===== config.mk =====
export PLATFORM = sky130hd
export DESIGN_NAME = tmc_top
export DESIGN_NICKNAME = d
export VERILOG_FILES = /design/src/logic/tmc_pkg.sv /design/src/logic/tmc_top.sv
export SDC_FILE = /design/constraint.sdc
export NUM_CORES = 1
export LEC_CHECK = 0
export ABC_AREA = 1
export BUFFER_PORTS_ARGS = -buffer_cell sky130_fd_sc_hd__buf_4
export CORE_ASPECT_RATIO = 0.75
export CORE_MARGIN = 2
export CORE_UTILIZATION = 45
export CTS_CLUSTER_SIZE = 14
export DETAILED_ROUTE_END_ITERATION = 12
export PLACE_DENSITY = 0.68
export SYNTH_ARGS = -nofsm -noshare
export SYNTH_HDL_FRONTEND = slang
export SYNTH_SLANG_ARGS = --single-unit

===== constraint.sdc =====
create_clock -name hclk -period 2.1 [get_ports hclk]
set_clock_uncertainty 0.1 [all_clocks]
set_input_delay 0.21 -clock hclk [delete_from_list [all_inputs] [get_ports hclk]]
set_output_delay 0.21 -clock hclk [all_outputs]
set_load 0.005 [all_outputs]

===== src/logic/tmc_pkg.sv =====
// Notes on behaviour
// - Two timers, one compact and one periodic, each with a 10-bit counter.
// - Counter clock is a system ratio, high-clock ratio, subsidiary clock or pin.
// - With the pin as source the counter steps on the chosen pin edge.
// - Counter equal to a comparator raises an event, may clear counter, steer output.
// - Each timer has separate comparator A and comparator P events.
// - Compare-match output mode sets, clears or toggles the output on match.
// - PWM appears on the same output as compare-match output.
// - Periodic timer captures on its io pin; two-bit field picks rise, fall, both.
// - Single-pulse mode triggers from the periodic timer clock pin.
// - Capture may instead be triggered by the periodic timer clock pin.
// - Compact timer lacks capture and single pulse; periodic timer has both.
// - Edge-aligned PWM, adjustable in duty or in period by configuration.
// - Route bit zero gives port bit one to GPIO or the periodic timer io pin.
// - Low route pair gives port bit three to GPIO, compact output or touch key.
// - Route bit five gives port bit five to GPIO/compact clock or protection input.
// - High route pair code zero gives port bit four to GPIO/periodic clock.
// - Route bits reset to zero; unused top bit reads as zero.
// - Clock code 000 is system clock over four; 110/111 pin rise/fall.
// - Run rising clears the counter; run falling freezes it.
package tmc_pkg;

  localparam int CNT_W = 10;
  localparam int AW = 8;
  localparam int NUM_TMR = 2;
  localparam int TMR_CT = 0;
  localparam int TMR_PT = 1;
  localparam int ST_W = 2 * NUM_TMR;

  // Register byte offsets.
  localparam logic [7:0] OFS_ROUTE = 8'h00;
  localparam logic [7:0] OFS_TMR_BASE = 8'h10;
  localparam logic [7:0] OFS_TMR_STRIDE = 8'h10;
  localparam logic [7:0] SUB_CTRL = 8'h00;
  localparam logic [7:0] SUB_CCA = 8'h04;
  localparam logic [7:0] SUB_CCP = 8'h08;
  localparam logic [7:0] SUB_CNT = 8'h0C;
  localparam logic [7:0] OFS_CAPTURE = 8'h30;
  localparam logic [7:0] OFS_STATUS = 8'h34;

  // Timer control register layout.
  localparam int CTL_W = 18;
  localparam int CTL_RP_LSB = 0;
  localparam int CTL_RP_W = 3;
  localparam int CTL_CK_LSB = 3;
  localparam int CTL_RUN = 6;
  localparam int CTL_PAU = 7;
  localparam int CTL_MODE_LSB = 8;
  localparam int CTL_IO_LSB = 10;
  localparam int CTL_OC = 12;
  localparam int CTL_POL = 13;
  localparam int CTL_DPX = 14;
  localparam int CTL_CCLR = 15;
  localparam int CTL_CAPSRC = 16;
  localparam int CTL_SPM = 17;
  localparam int P_SHIFT = 7;
  localparam logic [CTL_W-1:0] CTL_RESET = 18'h0_0000;
  localparam logic [CTL_W-1:0] CTL_CT_MASK = 18'h0_FFFF;

  // Pin route register layout.
  localparam int RT_B0 = 0;
  localparam int RT_LP_LSB = 1;
  localparam int RT_HP_LSB = 3;
  localparam int RT_B5 = 5;
  localparam logic [7:0] ROUTE_RESET = 8'h00;
  localparam logic [7:0] ROUTE_MASK = 8'h7F;
  localparam logic [1:0] ROUTE_LP_CTP = 2'h1;
  localparam logic [1:0] ROUTE_HP_GPIO = 2'h0;

  // Clock source codes.
  localparam logic [2:0] CK_SYS4 = 3'h0;
  localparam logic [2:0] CK_SYS = 3'h1;
  localparam logic [2:0] CK_H16 = 3'h2;
  localparam logic [2:0] CK_H64 = 3'h3;
  localparam logic [2:0] CK_SUB_A = 3'h4;
  localparam logic [2:0] CK_SUB_B = 3'h5;
  localparam logic [2:0] CK_EXT_R = 3'h6;
  localparam logic [2:0] CK_EXT_F = 3'h7;
  localparam int DIV_W = 6;
  localparam logic [DIV_W-1:0] DIV4_MASK = 6'h03;
  localparam logic [DIV_W-1:0] DIV16_MASK = 6'h0F;
  localparam logic [DIV_W-1:0] DIV64_MASK = 6'h3F;

  // Output and capture field codes.
  localparam logic [1:0] IO_NONE = 2'h0;
  localparam logic [1:0] IO_LOW = 2'h1;
  localparam logic [1:0] IO_HIGH = 2'h2;
  localparam logic [1:0] IO_TOGGLE = 2'h3;
  localparam logic [1:0] PWM_FORCE_OFF = 2'h0;
  localparam logic [1:0] PWM_FORCE_ON = 2'h1;
  localparam logic [1:0] CAP_RISE = 2'h0;
  localparam logic [1:0] CAP_FALL = 2'h1;
  localparam logic [1:0] CAP_BOTH = 2'h2;

  typedef enum logic [1:0] {
    TMC_MODE_CMP,
    TMC_MODE_CAP,
    TMC_MODE_PWM,
    TMC_MODE_TMR
  } tmc_mode_e;

  // Byte offset of one register of timer t.
  function automatic logic [7:0] tmr_ofs(input int t, input logic [7:0] sub);
    tmr_ofs = 8'(OFS_TMR_BASE + OFS_TMR_STRIDE * t + sub);
  endfunction

  // Counter step enable for a clock select code.
  function automatic logic src_tick(input logic [2:0] sel, input logic e4,
                                    input logic e16, input logic e64, input logic es,
                                    input logic er, input logic ef);
    case (sel)
      CK_SYS4: src_tick = e4;
      CK_SYS: src_tick = 1'b1;
      CK_H16: src_tick = e16;
      CK_H64: src_tick = e64;
      CK_SUB_A, CK_SUB_B: src_tick = es;
      CK_EXT_R: src_tick = er;
      CK_EXT_F: src_tick = ef;
      default: src_tick = 1'b0;
    endcase
  endfunction

endpackage


===== src/logic/tmc_top.sv =====
// Our own choices: the AHB-Lite interface to the registers and the address map.
`timescale 1ns/10ps
module tmc_top
  import tmc_pkg::*;
#(
  parameter int CW = CNT_W
)
(
  // Clock and reset.
  input wire logic hclk,
  input wire logic hresetn,
  // AHB-Lite slave.
  input wire logic hsel,
  input wire logic [31:0] haddr,
  input wire logic [1:0] htrans,
  input wire logic hwrite,
  input wire logic [2:0] hsize,
  input wire logic [31:0] hwdata,
  input wire logic hready,
  output logic hreadyout,
  output logic hresp,
  output logic [31:0] hrdata,
  // Subsidiary clock as a one-cycle enable.
  input wire logic sub_clk_en,
  // Port pins and the general-purpose port logic behind them.
  input wire logic port_bit_one_pin_in,
  output logic port_bit_one_pin_out,
  output logic port_bit_one_pin_oe,
  input wire logic gpio_one_out,
  input wire logic gpio_one_oe,
  input wire logic port_bit_three_pin_in,
  output logic port_bit_three_pin_out,
  output logic port_bit_three_pin_oe,
  input wire logic gpio_three_out,
  input wire logic gpio_three_oe,
  input wire logic port_bit_four_pin_in,
  input wire logic port_bit_five_pin_in,
  // Route selection for the other pin functions.
  output logic [7:0] pin_function_select_q,
  // Timer events and waveforms.
  output logic ct_int_a,
  output logic ct_int_p,
  output logic pt_int_a,
  output logic pt_int_p,
  output logic compact_timer_output_pin,
  output logic periodic_timer_io_pin_out
);

  logic addr_phase;
  logic wr_pend_reg;
  logic [AW-1:0] wr_addr_reg;
  logic [31:0] hrdata_reg;
  logic [31:0] rd_mux;
  logic [7:0] route_reg;
  logic [CTL_W-1:0] ctrl_reg [NUM_TMR];
  logic [CW-1:0] cca_reg [NUM_TMR];
  logic [CW-1:0] cnt_reg [NUM_TMR];
  logic [CW-1:0] pt_ccp_reg;
  logic [CW-1:0] pt_cap_reg;
  logic [ST_W-1:0] status_reg;
  logic [ST_W-1:0] st_set;
  logic [ST_W-1:0] st_clr;
  logic [DIV_W-1:0] div_reg;
  logic en4;
  logic en16;
  logic en64;
  logic evt_a [NUM_TMR];
  logic evt_p [NUM_TMR];
  logic tmr_pin [NUM_TMR];
  logic int_a_reg [NUM_TMR];
  logic int_p_reg [NUM_TMR];
  logic pt_io_in;
  logic ct_clk_pin;
  logic pt_clk_pin;
  logic cap_src;
  logic cap_prev_reg;
  logic pt_cap_evt;
  tmc_mode_e pt_mode;

  // Write to one decoded offset in the data phase.
  function automatic logic wr_hit(input logic pend, input logic [AW-1:0] a,
                                  input logic [7:0] ofs);
    wr_hit = pend && (a == ofs);
  endfunction

  // The slave never stalls and never errors.
  assign hreadyout = 1'b1;
  assign hresp = 1'b0;
  assign hrdata = hrdata_reg;
  assign addr_phase = hsel && hready && htrans[1];

  // Address phase of a write is held for its one-cycle data phase.
  always_ff @(posedge hclk or negedge hresetn)
  begin
    if (!hresetn)
    begin
      wr_pend_reg <= 1'b0;
      wr_addr_reg <= '0;
    end
    else
    begin
      wr_pend_reg <= addr_phase && hwrite;
      if (addr_phase)
      begin
        wr_addr_reg <= haddr[AW-1:0];
      end
    end
  end

  // Read mux; unmapped offsets and unimplemented bits read as zero.
  always_comb
  begin
    rd_mux = '0;
    if (haddr[AW-1:0] == OFS_ROUTE)
    begin
      rd_mux = 32'(route_reg & ROUTE_MASK);
    end
    if (haddr[AW-1:0] == OFS_CAPTURE)
    begin
      rd_mux = 32'(pt_cap_reg);
    end
    if (haddr[AW-1:0] == OFS_STATUS)
    begin
      rd_mux = 32'(status_reg);
    end
    if (haddr[AW-1:0] == tmr_ofs(TMR_PT, SUB_CCP))
    begin
      rd_mux = 32'(pt_ccp_reg);
    end
    for (int t = 0; t < NUM_TMR; t++)
    begin
      if (haddr[AW-1:0] == tmr_ofs(t, SUB_CTRL))
      begin
        rd_mux = 32'(ctrl_reg[t]);
      end
      if (haddr[AW-1:0] == tmr_ofs(t, SUB_CCA))
      begin
        rd_mux = 32'(cca_reg[t]);
      end
      if (haddr[AW-1:0] == tmr_ofs(t, SUB_CNT))
      begin
        rd_mux = 32'(cnt_reg[t]);
      end
    end
  end

  // Read data is sampled in the address phase so it leaves a flip-flop.
  always_ff @(posedge hclk or negedge hresetn)
  begin
    if (!hresetn)
    begin
      hrdata_reg <= '0;
    end
    else if (addr_phase && !hwrite)
    begin
      hrdata_reg <= rd_mux;
    end
  end

  // Pin route register; bit seven is not stored.
  always_ff @(posedge hclk or negedge hresetn)
  begin
    if (!hresetn)
    begin
      route_reg <= ROUTE_RESET;
    end
    else if (wr_hit(wr_pend_reg, wr_addr_reg, OFS_ROUTE))
    begin
      route_reg <= hwdata[7:0] & ROUTE_MASK;
    end
  end

  assign pin_function_select_q = route_reg;

  // Period comparator of the periodic timer.
  always_ff @(posedge hclk or negedge hresetn)
  begin
    if (!hresetn)
    begin
      pt_ccp_reg <= '0;
    end
    else if (wr_hit(wr_pend_reg, wr_addr_reg, tmr_ofs(TMR_PT, SUB_CCP)))
    begin
      pt_ccp_reg <= hwdata[CW-1:0];
    end
  end

  // Shared prescaler; fsys and the high clock both run at hclk here.
  always_ff @(posedge hclk or negedge hresetn)
  begin
    if (!hresetn)
    begin
      div_reg <= '0;
    end
    else
    begin
      div_reg <= div_reg + DIV_W'(1);
    end
  end

  assign en4 = (div_reg & DIV4_MASK) == DIV4_MASK;
  assign en16 = (div_reg & DIV16_MASK) == DIV16_MASK;
  assign en64 = (div_reg & DIV64_MASK) == DIV64_MASK;

  // Pin routing; an unrouted timer input reads low.
  assign pt_io_in = route_reg[RT_B0] && port_bit_one_pin_in;
  assign ct_clk_pin = !route_reg[RT_B5] && port_bit_five_pin_in;
  assign pt_clk_pin = (route_reg[RT_HP_LSB +: 2] == ROUTE_HP_GPIO)
                      && port_bit_four_pin_in;
  assign pt_mode = tmc_mode_e'(ctrl_reg[TMR_PT][CTL_MODE_LSB +: 2]);

  // The io pin turns into an input while the periodic timer captures.
  always_comb
  begin
    port_bit_one_pin_out = route_reg[RT_B0] ? tmr_pin[TMR_PT] : gpio_one_out;
    port_bit_one_pin_oe = route_reg[RT_B0] ? (pt_mode != TMC_MODE_CAP) : gpio_one_oe;
    if (route_reg[RT_LP_LSB +: 2] == ROUTE_LP_CTP)
    begin
      port_bit_three_pin_out = tmr_pin[TMR_CT];
      port_bit_three_pin_oe = 1'b1;
    end
    else
    begin
      port_bit_three_pin_out = gpio_three_out;
      port_bit_three_pin_oe = gpio_three_oe;
    end
  end

  // Capture edge detection on the io pin or the clock pin.
  assign cap_src = ctrl_reg[TMR_PT][CTL_CAPSRC] ? pt_clk_pin : pt_io_in;

  always_ff @(posedge hclk or negedge hresetn)
  begin
    if (!hresetn)
    begin
      cap_prev_reg <= 1'b0;
    end
    else
    begin
      cap_prev_reg <= cap_src;
    end
  end

  always_comb
  begin
    pt_cap_evt = 1'b0;
    case (ctrl_reg[TMR_PT][CTL_IO_LSB +: 2])
      CAP_RISE: pt_cap_evt = cap_src && !cap_prev_reg;
      CAP_FALL: pt_cap_evt = !cap_src && cap_prev_reg;
      CAP_BOTH: pt_cap_evt = cap_src != cap_prev_reg;
      default: pt_cap_evt = 1'b0;
    endcase
    if (!ctrl_reg[TMR_PT][CTL_RUN] || pt_mode != TMC_MODE_CAP)
    begin
      pt_cap_evt = 1'b0;
    end
  end

  // Captured counter value.
  always_ff @(posedge hclk or negedge hresetn)
  begin
    if (!hresetn)
    begin
      pt_cap_reg <= '0;
    end
    else if (pt_cap_evt)
    begin
      pt_cap_reg <= cnt_reg[TMR_PT];
    end
  end

  // Sticky event flags, write one to clear; a new event beats the clear.
  assign st_set = {evt_p[TMR_PT], evt_a[TMR_PT], evt_p[TMR_CT], evt_a[TMR_CT]};
  assign st_clr = wr_hit(wr_pend_reg, wr_addr_reg, OFS_STATUS) ? hwdata[ST_W-1:0] : '0;

  always_ff @(posedge hclk or negedge hresetn)
  begin
    if (!hresetn)
    begin
      status_reg <= '0;
    end
    else
    begin
      status_reg <= (status_reg & ~st_clr) | st_set;
    end
  end

  for (genvar t = 0; t < NUM_TMR; t++)
  begin : g_tmr
    localparam bit IS_PT = (t == TMR_PT);
    logic [CTL_W-1:0] ctl;
    logic ext_pin;
    logic ext_prev_reg;
    logic run_prev_reg;
    logic run_rise;
    logic sp_mode;
    logic sp_act_reg;
    logic trig;
    logic tick;
    logic clr;
    logic hit_a;
    logic hit_p;
    logic out_reg;
    logic [CW-1:0] nxt;
    logic [CW-1:0] pval;
    logic [CW-1:0] duty;
    logic [1:0] io;
    tmc_mode_e mode;

    assign ctl = ctrl_reg[t];
    assign mode = tmc_mode_e'(ctl[CTL_MODE_LSB +: 2]);
    assign io = ctl[CTL_IO_LSB +: 2];
    assign ext_pin = IS_PT ? pt_clk_pin : ct_clk_pin;
    assign run_rise = ctl[CTL_RUN] && !run_prev_reg;
    assign sp_mode = IS_PT && (mode == TMC_MODE_PWM) && ctl[CTL_SPM];
    assign trig = sp_mode && ctl[CTL_RUN] && !sp_act_reg && ext_pin && !ext_prev_reg;
    assign tick = ctl[CTL_RUN] && !ctl[CTL_PAU] && (!sp_mode || sp_act_reg)
                  && src_tick(ctl[CTL_CK_LSB +: 3], en4, en16, en64, sub_clk_en,
                              ext_pin && !ext_prev_reg,
                              !ext_pin && ext_prev_reg);
    assign nxt = cnt_reg[t] + CW'(1);
    // The compact period code lines up with the three top counter bits.
    assign pval = IS_PT ? pt_ccp_reg : (CW'(ctl[CTL_RP_LSB +: CTL_RP_W]) << P_SHIFT);
    assign hit_a = tick && (nxt == cca_reg[t]);
    assign hit_p = tick && (nxt == pval);
    assign duty = ctl[CTL_DPX] ? pval : cca_reg[t];
    assign evt_a[t] = hit_a || (IS_PT && pt_cap_evt);
    assign evt_p[t] = hit_p;
    assign tmr_pin[t] = out_reg ^ ctl[CTL_POL];

    // Counter clear source per mode.
    always_comb
    begin
      if (sp_mode)
      begin
        clr = hit_a;
      end
      else if (mode == TMC_MODE_PWM)
      begin
        clr = ctl[CTL_DPX] ? hit_a : hit_p;
      end
      else
      begin
        clr = ctl[CTL_CCLR] ? hit_a : hit_p;
      end
    end

    // Control and comparator A; the compact timer keeps no capture or pulse bits.
    always_ff @(posedge hclk or negedge hresetn)
    begin
      if (!hresetn)
      begin
        ctrl_reg[t] <= CTL_RESET;
        cca_reg[t] <= '0;
      end
      else
      begin
        if (wr_hit(wr_pend_reg, wr_addr_reg, tmr_ofs(t, SUB_CTRL)))
        begin
          ctrl_reg[t] <= IS_PT ? hwdata[CTL_W-1:0] : (hwdata[CTL_W-1:0] & CTL_CT_MASK);
        end
        if (wr_hit(wr_pend_reg, wr_addr_reg, tmr_ofs(t, SUB_CCA)))
        begin
          cca_reg[t] <= hwdata[CW-1:0];
        end
      end
    end

    // Counter: cleared when run rises or a pulse starts, frozen when run is low.
    always_ff @(posedge hclk or negedge hresetn)
    begin
      if (!hresetn)
      begin
        cnt_reg[t] <= '0;
        run_prev_reg <= 1'b0;
        ext_prev_reg <= 1'b0;
      end
      else
      begin
        run_prev_reg <= ctl[CTL_RUN];
        ext_prev_reg <= ext_pin;
        if (run_rise || trig)
        begin
          cnt_reg[t] <= '0;
        end
        else if (tick)
        begin
          cnt_reg[t] <= clr ? '0 : nxt;
        end
      end
    end

    // Single pulse runs from the trigger edge to the comparator A match.
    always_ff @(posedge hclk or negedge hresetn)
    begin
      if (!hresetn)
      begin
        sp_act_reg <= 1'b0;
      end
      else if (!sp_mode || !ctl[CTL_RUN])
      begin
        sp_act_reg <= 1'b0;
      end
      else if (trig)
      begin
        sp_act_reg <= 1'b1;
      end
      else if (hit_a)
      begin
        sp_act_reg <= 1'b0;
      end
    end

    // Output level before polarity; PWM shares this pin with compare output.
    always_ff @(posedge hclk or negedge hresetn)
    begin
      if (!hresetn)
      begin
        out_reg <= 1'b0;
      end
      else if (run_rise)
      begin
        out_reg <= ctl[CTL_OC];
      end
      else if (ctl[CTL_RUN])
      begin
        case (mode)
          TMC_MODE_CMP:
          begin
            if (hit_a)
            begin
              case (io)
                IO_LOW: out_reg <= 1'b0;
                IO_HIGH: out_reg <= 1'b1;
                IO_TOGGLE: out_reg <= !out_reg;
                default: out_reg <= out_reg;
              endcase
            end
          end
          TMC_MODE_PWM:
          begin
            if (sp_mode)
            begin
              if (trig)
              begin
                out_reg <= ctl[CTL_OC];
              end
              else if (hit_a)
              begin
                out_reg <= !ctl[CTL_OC];
              end
            end
            else if (io == PWM_FORCE_OFF)
            begin
              out_reg <= !ctl[CTL_OC];
            end
            else if (io == PWM_FORCE_ON)
            begin
              out_reg <= ctl[CTL_OC];
            end
            else
            begin
              out_reg <= (cnt_reg[t] < duty) ? ctl[CTL_OC] : !ctl[CTL_OC];
            end
          end
          default: out_reg <= out_reg;
        endcase
      end
    end

    // One-cycle event pulses, one flip-flop behind the match.
    always_ff @(posedge hclk or negedge hresetn)
    begin
      if (!hresetn)
      begin
        int_a_reg[t] <= 1'b0;
        int_p_reg[t] <= 1'b0;
      end
      else
      begin
        int_a_reg[t] <= evt_a[t];
        int_p_reg[t] <= evt_p[t];
      end
    end
  end

  assign ct_int_a = int_a_reg[TMR_CT];
  assign ct_int_p = int_p_reg[TMR_CT];
  assign pt_int_a = int_a_reg[TMR_PT];
  assign pt_int_p = int_p_reg[TMR_PT];
  assign compact_timer_output_pin = tmr_pin[TMR_CT];
  assign periodic_timer_io_pin_out = tmr_pin[TMR_PT];

endmodule // tmc_top


Word level (Yosys, flattened, before mapping)
Cells that the tools add are included.
{"block": "classes", "multipliers": 0, "mux": 57, "n_eq_ne": 52, "n_reduce_logical": 80, "order_cmp": 2, "bitwise_logic": 5, "shifts": 0, "div_mod_pow": 0, "n_addsub": 3}
{"cell": "10-bit two-way mux", "n": 11}
{"cell": "8-bit by 6-bit == test with 1-bit output, second input constant", "n": 10}
{"cell": "18-bit two-way mux", "n": 3}
{"cell": "16-bit two-way mux", "n": 3}
{"cell": "10-bit == test", "n": 4}
{"cell": "8-bit by 5-bit == test with 1-bit output, second input constant", "n": 5}
{"cell": "1-bit logical AND", "n": 36}
{"cell": "1-bit two-way mux", "n": 31}
{"cell": "3-bit == test, second input constant", "n": 8}
{"cell": "10-bit by 1-bit adder with 10-bit output, second input constant", "n": 2}
{"cell": "10-bit less-than comparator", "n": 2}
{"cell": "1-bit logical NOT", "n": 19}
{"cell": "8-bit logical NOT", "n": 2}
{"cell": "2-bit == test, second input constant", "n": 7}
{"cell": "1-bit case mux with 7 select lines", "n": 2}
{"cell": "3-bit by 2-bit == test with 1-bit output, second input constant", "n": 4}
{"cell": "2-bit logical NOT", "n": 5}
{"cell": "5-bit by 3-bit inequality test with 1-bit output, second input constant", "n": 2}
{"cell": "1-bit case mux with 3 select lines", "n": 3}
{"cell": "3-bit nonzero test", "n": 3}
{"cell": "2-bit nonzero test", "n": 4}
{"cell": "7-bit two-way mux", "n": 1}
{"cell": "6-bit by 1-bit adder with 6-bit output, second input constant", "n": 1}
{"cell": "2-bit by 1-bit == test with 1-bit output, second input constant", "n": 3}
{"cell": "18 further kinds", "n": 28}
{"block": "word_totals", "wordCells": 225, "latchBits": 0, "mem_bits_ro": 0, "n_memories": 0, "ff_bits": 164, "out_inout_bits": 52, "inputBits": 83, "mem_bits_rw": 0}

Logic depth before layout (Yosys ltp)
{"block": "logic_depth", "word_depth": 13, "mapped_depth": 19, "mapped_depth_nobuf": 19}

Worst setup path before layout
No wires, ideal clock.
{"block": "synth_timing", "kind": "reg-to-reg", "start": "register route_reg[3] (netlist: pin_function_select_q[3])", "end": "register pt_cap_reg[2]", "arrival_time_ps": 2021, "n_path_buf": 1, "synth_period_minus_slack_ps": 2252, "stages_incl_launch_ff": 11, "slack_ps": -152, "setup_ps": 131, "t_required_ps": 1869, "cell_sequence": "dfrtp_1 -> inv_1 -> nand3_1 -> o21ai_0 -> inv_1 -> ha_1 -> o311ai_0 -> nand4_1 -> clkbuf_1 -> nand2_1 -> o21ai_0"}
{"block": "synth_via", "elab_chain_len": 7, "word_cells_on_any_way": 9, "cone_classes": "eq/ne: 1; mux: 3; reduce/logical: 5"}
{"element": "start, declared", "line_no": "tmc_top.sv:54", "rtl": "logic [7:0] route_reg;"}
{"element": "start signal, assigned", "line_no": "tmc_top.sv:169", "rtl": "route_reg <= hwdata[7:0] & ROUTE_MASK;"}
{"element": "2-bit logical NOT (*)", "line_no": "tmc_top.sv:208", "rtl": "assign pt_clk_pin = (route_reg[RT_HP_LSB +: 2] == ROUTE_HP_GPIO)"}
{"element": "1-bit logical AND (*)", "line_no": "tmc_top.sv:209", "rtl": "&& port_bit_four_pin_in;"}
{"element": "1-bit two-way mux (*)", "line_no": "tmc_top.sv:230", "rtl": "assign cap_src = ctrl_reg[TMR_PT][CTL_CAPSRC] ? pt_clk_pin : pt_io_in;"}
{"element": "named net cap_src", "line_no": "tmc_top.sv:75", "rtl": "logic cap_src;"}
{"element": "1-bit logical NOT", "line_no": "tmc_top.sv:249", "rtl": "CAP_FALL: pt_cap_evt = !cap_src && cap_prev_reg;"}
{"element": "1-bit logical AND", "line_no": "tmc_top.sv:249"}
{"element": "1-bit case mux with 3 select lines (*)", "line_no": "tmc_top.sv:247", "rtl": "case (ctrl_reg[TMR_PT][CTL_IO_LSB +: 2])"}
{"element": "1-bit two-way mux (*)", "line_no": "tmc_top.sv:253", "rtl": "if (!ctrl_reg[TMR_PT][CTL_RUN] || pt_mode != TMC_MODE_CAP)"}
{"element": "end signal, assigned", "line_no": "tmc_top.sv:268", "rtl": "pt_cap_reg <= cnt_reg[TMR_PT];"}
{"element": "end, declared", "line_no": "tmc_top.sv:59", "rtl": "logic [CW-1:0] pt_cap_reg;"}
Mark *: on every way through the listed nets, which the timed path passes. The rest lies on a longest branch.
A chain may end at the register's enable or synchronous reset.

Worst setup path after layout
{"block": "layout_timing", "start": "register cnt_reg[11] (netlist name)", "end": "register cnt_reg[15] (netlist name)"}
{"block": "layout_via", "elab_chain_len": 8, "word_cells_on_any_way": 11, "cone_classes": "add/sub: 1; eq/ne: 2; mux: 6; reduce/logical: 2"}
{"element": "start, declared", "line_no": "tmc_top.sv:57", "rtl": "logic [CW-1:0] cnt_reg [NUM_TMR];"}
{"element": "start signal, assigned by index", "line_no": "tmc_top.sv:388", "rtl": "cnt_reg[t] <= clr ? '0 : nxt;"}
{"element": "10-bit by 1-bit adder with 10-bit output (*)", "line_no": "tmc_top.sv:321", "rtl": "assign nxt = cnt_reg[t] + CW'(1);"}
{"element": "10-bit == test (on tied branches)", "line_no": "tmc_top.sv:325, tmc_top.sv:324"}
{"element": "1-bit logical AND (on tied branches)", "line_no": "tmc_top.sv:325, tmc_top.sv:324"}
{"element": "1-bit two-way mux (on tied branches)", "line_no": "tmc_top.sv:344, tmc_top.sv:340"}
{"element": "1-bit two-way mux", "line_no": "tmc_top.sv:338", "rtl": "else if (mode == TMC_MODE_PWM)"}
{"element": "10-bit two-way mux (*)", "line_no": "tmc_top.sv:388"}
{"element": "10-bit two-way mux (*)", "line_no": "tmc_top.sv:386", "rtl": "else if (tick)"}
{"element": "10-bit two-way mux (*)", "line_no": "tmc_top.sv:382", "rtl": "if (run_rise || trig)"}
Every way passes the cells marked *; elsewhere a longest branch is shown, timed or not. The select of a mux whose other input is x is not followed.

==> impl_metrics.yaml <==
layout:
  fin_nets: 1504
  final_cell_area_um2: 11860
  diodes: 0
  largest_reg_flops: 34
  syn2layout_area_growth_pct: 35.71
  num-fill-cells: 1727
  drive_above_1_share_pct: 27.94
global_routing:
  grt_max_degree: 49
  first_global_vias: 8263
  gr-usage-all-layers_pct: 28.18
  antenna_found_initial: 0
  gr-total-overflow: 0
  grt_pass1_wl_um: 44270
die:
  die_y_um: 124.7
  coreArea_um2: 19210
  die_w_um: 164.9
  core.rowCount: 44
  start_util_pct: 45.47
  ios: 135
  dieArea_um2: 20560
cts:
  cts_root_buf: "clkbuf_16"
  htreeDepth: 4
  cts_sinks: 150
  clk_path_buf_depth: 2
  cts_tree: "yes"
  clk_pin_slew_ns: 0.07
  cts_buffers: 17
  clock_latency_ns: 0.44
sta:
  tightestPinTransition_ns: 0.6920
  fin_crit_sh_pct: 111.4
  final-setup-viol-count: 36
  clock.fmax_mhz: 427.5
  relSlewSlack_pct: 53.62
  period_minus_slack_ns: 2.339
  drv_slew: 0
  fin_ws_ns: -0.2391
  hold_viol_final: 0
  rsz0062_at_grt: "yes"
routing:
  ant_nets: 0
  vias: 8852
  post_drt_wl_per_cell_um: 17.29
  dr.pass1.iters: 5
  routed_wirelength_um: 28760
  vias_per_cell: 5.323
  drc_errors: 0
  drtIter0Drc: 792
worst_hold_path:
  hp-start: "haddr[2]"
  hold_path_class: "in2reg"
critical_path:
  crit_fanout: 5
  max_stage_delay_ns: 0.43
  required_ns: 2.33
  timing.critical_path.mode_cell: "nand2_1"
  critical_path.endpoint_type: "flop"
  slowest_stage: "dfrtp_1"
  arrival_ns: 2.57
  cp-startpoint: "cnt_reg[11]"
  cp-start-kind: "flop"
  criticalPathCategory: "reg2reg"
  crit_chain: "ha_4 -> inv_1 -> nand2_1 -> a21oi_2 -> nand2_1 -> nor2_1 -> nand3_1 -> nor2_1 -> nand3_1 -> nor2_4 -> nand3_2 -> nand3_4 -> nand2_4 -> nand2_1 -> nand2_1"
  r2r_start: "cnt_reg[11]"
synthesis:
  yosys.cell_count.top_type: "nand2_1"
  async_flop_share_pct: 100.0
  synth_top_area_share_pct: 42.97
  ys_seq_area_share_pct: 42.97
  synth_edf_count: 0
  avgSynthCellArea_um2: 7.467
  yosys-top-cells-area: "dfrtp_1 43%, nand2_1 16%, o21ai_0 7.4%"
  synth_commonest_cells: "364 x nand2_1, 150 x dfrtp_1, 134 x inv_1, 130 x o21ai_0, 70 x nor2_1"
  ys_ff_latch: 150
  synth-main-ff-cell: "dfrtp_1"
  yosysUniqueCellTypes: 51
  synth_area_um2: 8736
  synth_area_leader_cell: "dfrtp_1"
  synth_cells: 1170
  yosys_warnings: 0
status:
  outcome: "complete, but fails checks"
  failed_checks: "negative setup slack"
pwr:
  leakage_nw: 6.193
  power_mw: 8.479
  p_per_area_nw_per_um2: 715.2
  peakVddDrop_mv: 0.6509
placement:
  gp_congestion: 0.9550
  io_buffers: 74
  dpl_cell_area_um2: 10430
  dp_hpwl_um: 20610
run:
  drv_cap: 0
[layout by cell type (no fill, tap or decap), drive strengths merged, types with 4 or more instances in the layout]
| cell | netlist | routed |
|---|---|---|
| a21oi | 37 | 37 |
| buf | 24 | 222 |
| clkbuf | 22 | 19 |
| clkinv | 1 | 5 |
| conb | 2 | 17 |
| dfrtp | 150 | 150 |
| dlygate4sd3 | 0 | 14 |
| ha | 24 | 24 |
| inv | 143 | 150 |
| nand2 | 371 | 372 |
| nand3 | 67 | 68 |
| nand3b | 4 | 4 |
| nand4 | 21 | 21 |
| nor2 | 79 | 79 |
| nor3 | 15 | 15 |
| o211ai | 6 | 6 |
| o21ai | 148 | 148 |
| o22ai | 7 | 7 |
| o31ai | 4 | 4 |
| or2 | 5 | 5 |
| xnor2 | 6 | 6 |
| xor2 | 18 | 18 |
[worst paths after layout]
path | endpoint | slack [ns] | cells after the start
max | cnt_reg[15] | -0.24 | 15
min | wr_addr_reg[2] | 0.01 | 3
max reg2reg | cnt_reg[15] | -0.24 | 15
min reg2reg | div_reg[5] | 0.38 | 1
max in group asynchronous | cnt_reg[4] | 1.04 | 3
min in group asynchronous | g_tmr[1].pval[2] | 0.19 | 2
[kinds of logic (layout without fill, tap and decap cells)]
family | count (synthesis) | count (layout) | share of synthesized area, %
and+or+nand+nor | 563 | 565 | 27.69
AOI/OAI and AO/OA | 214 | 214 | 13.68
other | 2 | 17 | 0.08597
adders and majority gates | 24 | 24 | 3.437
buffers and inverters | 190 | 413 | 9.138
DFF | 150 | 150 | 42.97
xor gates and xnor gates | 25 | 25 | 2.764
muxes | 2 | 2 | 0.2435
[layout make-up]
type	count	area, um2	area share, %
Sequential cell	150	3759	31.70
Timing Repair Buffer	237	1933	16.31
Inverter	144	543.0	4.580
Multi-Input combinational cell	847	4722	39.83
Tap cell	253	316.6	2.670
Clock buffer	18	439.2	3.704
Clock inverter	14	142.6	1.203
[repair_timing]
item | in CTS | in global routing
setup buffers | 9 | 9
cloned | 3 | 2
hold buffers | 14 | 0
gates resized for setup | 45 | 104
pin swaps | 25 | 37
endpoints found under the setup margin | 40 | 51
endpoints found under the hold margin | 62 | 0
[where the power goes]
part	total (mW)	internal (mW)	switching, mW
combinational	1.95	0.882	1.07
sequential	3.45	3.17	0.282
clock	3.08	1.70	1.38
total	8.48	5.75	2.73
[metal layers]
layer / share of wire [%] / wire [um] / global-route usage, % / up-vias
met5: 0 / 0 / 0 / -
met4: 1.8 / 520 / 7.110 / 0
met3: 9.5 / 2730 / 6.294 / 48
met2: 44 / 12540 / 40.73 / 409
met1: 45 / 12970 / 42.67 / 4178
li1: - / - / - / 4217
[critical path, delay by kind of cell, from the launching register on]
family                   cells  cell delay [ns]
AND/OR/NAND/NOR             12             1.27
flip-flops                   1             0.43
adder cells (fa/ha/maj)      1             0.20
AO/OA/AOI/OAI                1             0.18
buffers and inverters        1             0.05
[stage by stage]
stage                     std cells  utilization [%]  setup slack, ns  hold WS, ns  TNS [ns]
after floorplan                1185                -          0.01790      -0.1856         0
after global placement         1595            54.26          -0.2102      0.09157    -4.219
after CTS                      1653            59.21          -0.1885     0.002749    -1.771
final                          1663            61.70          -0.2391      0.01300    -4.333
after global routing           1663            61.70          -0.3993      0.04576    -7.896
after detailed placement       1595            54.26          -0.2504      0.08605    -5.982
Power figures use the tool's default switching activity.
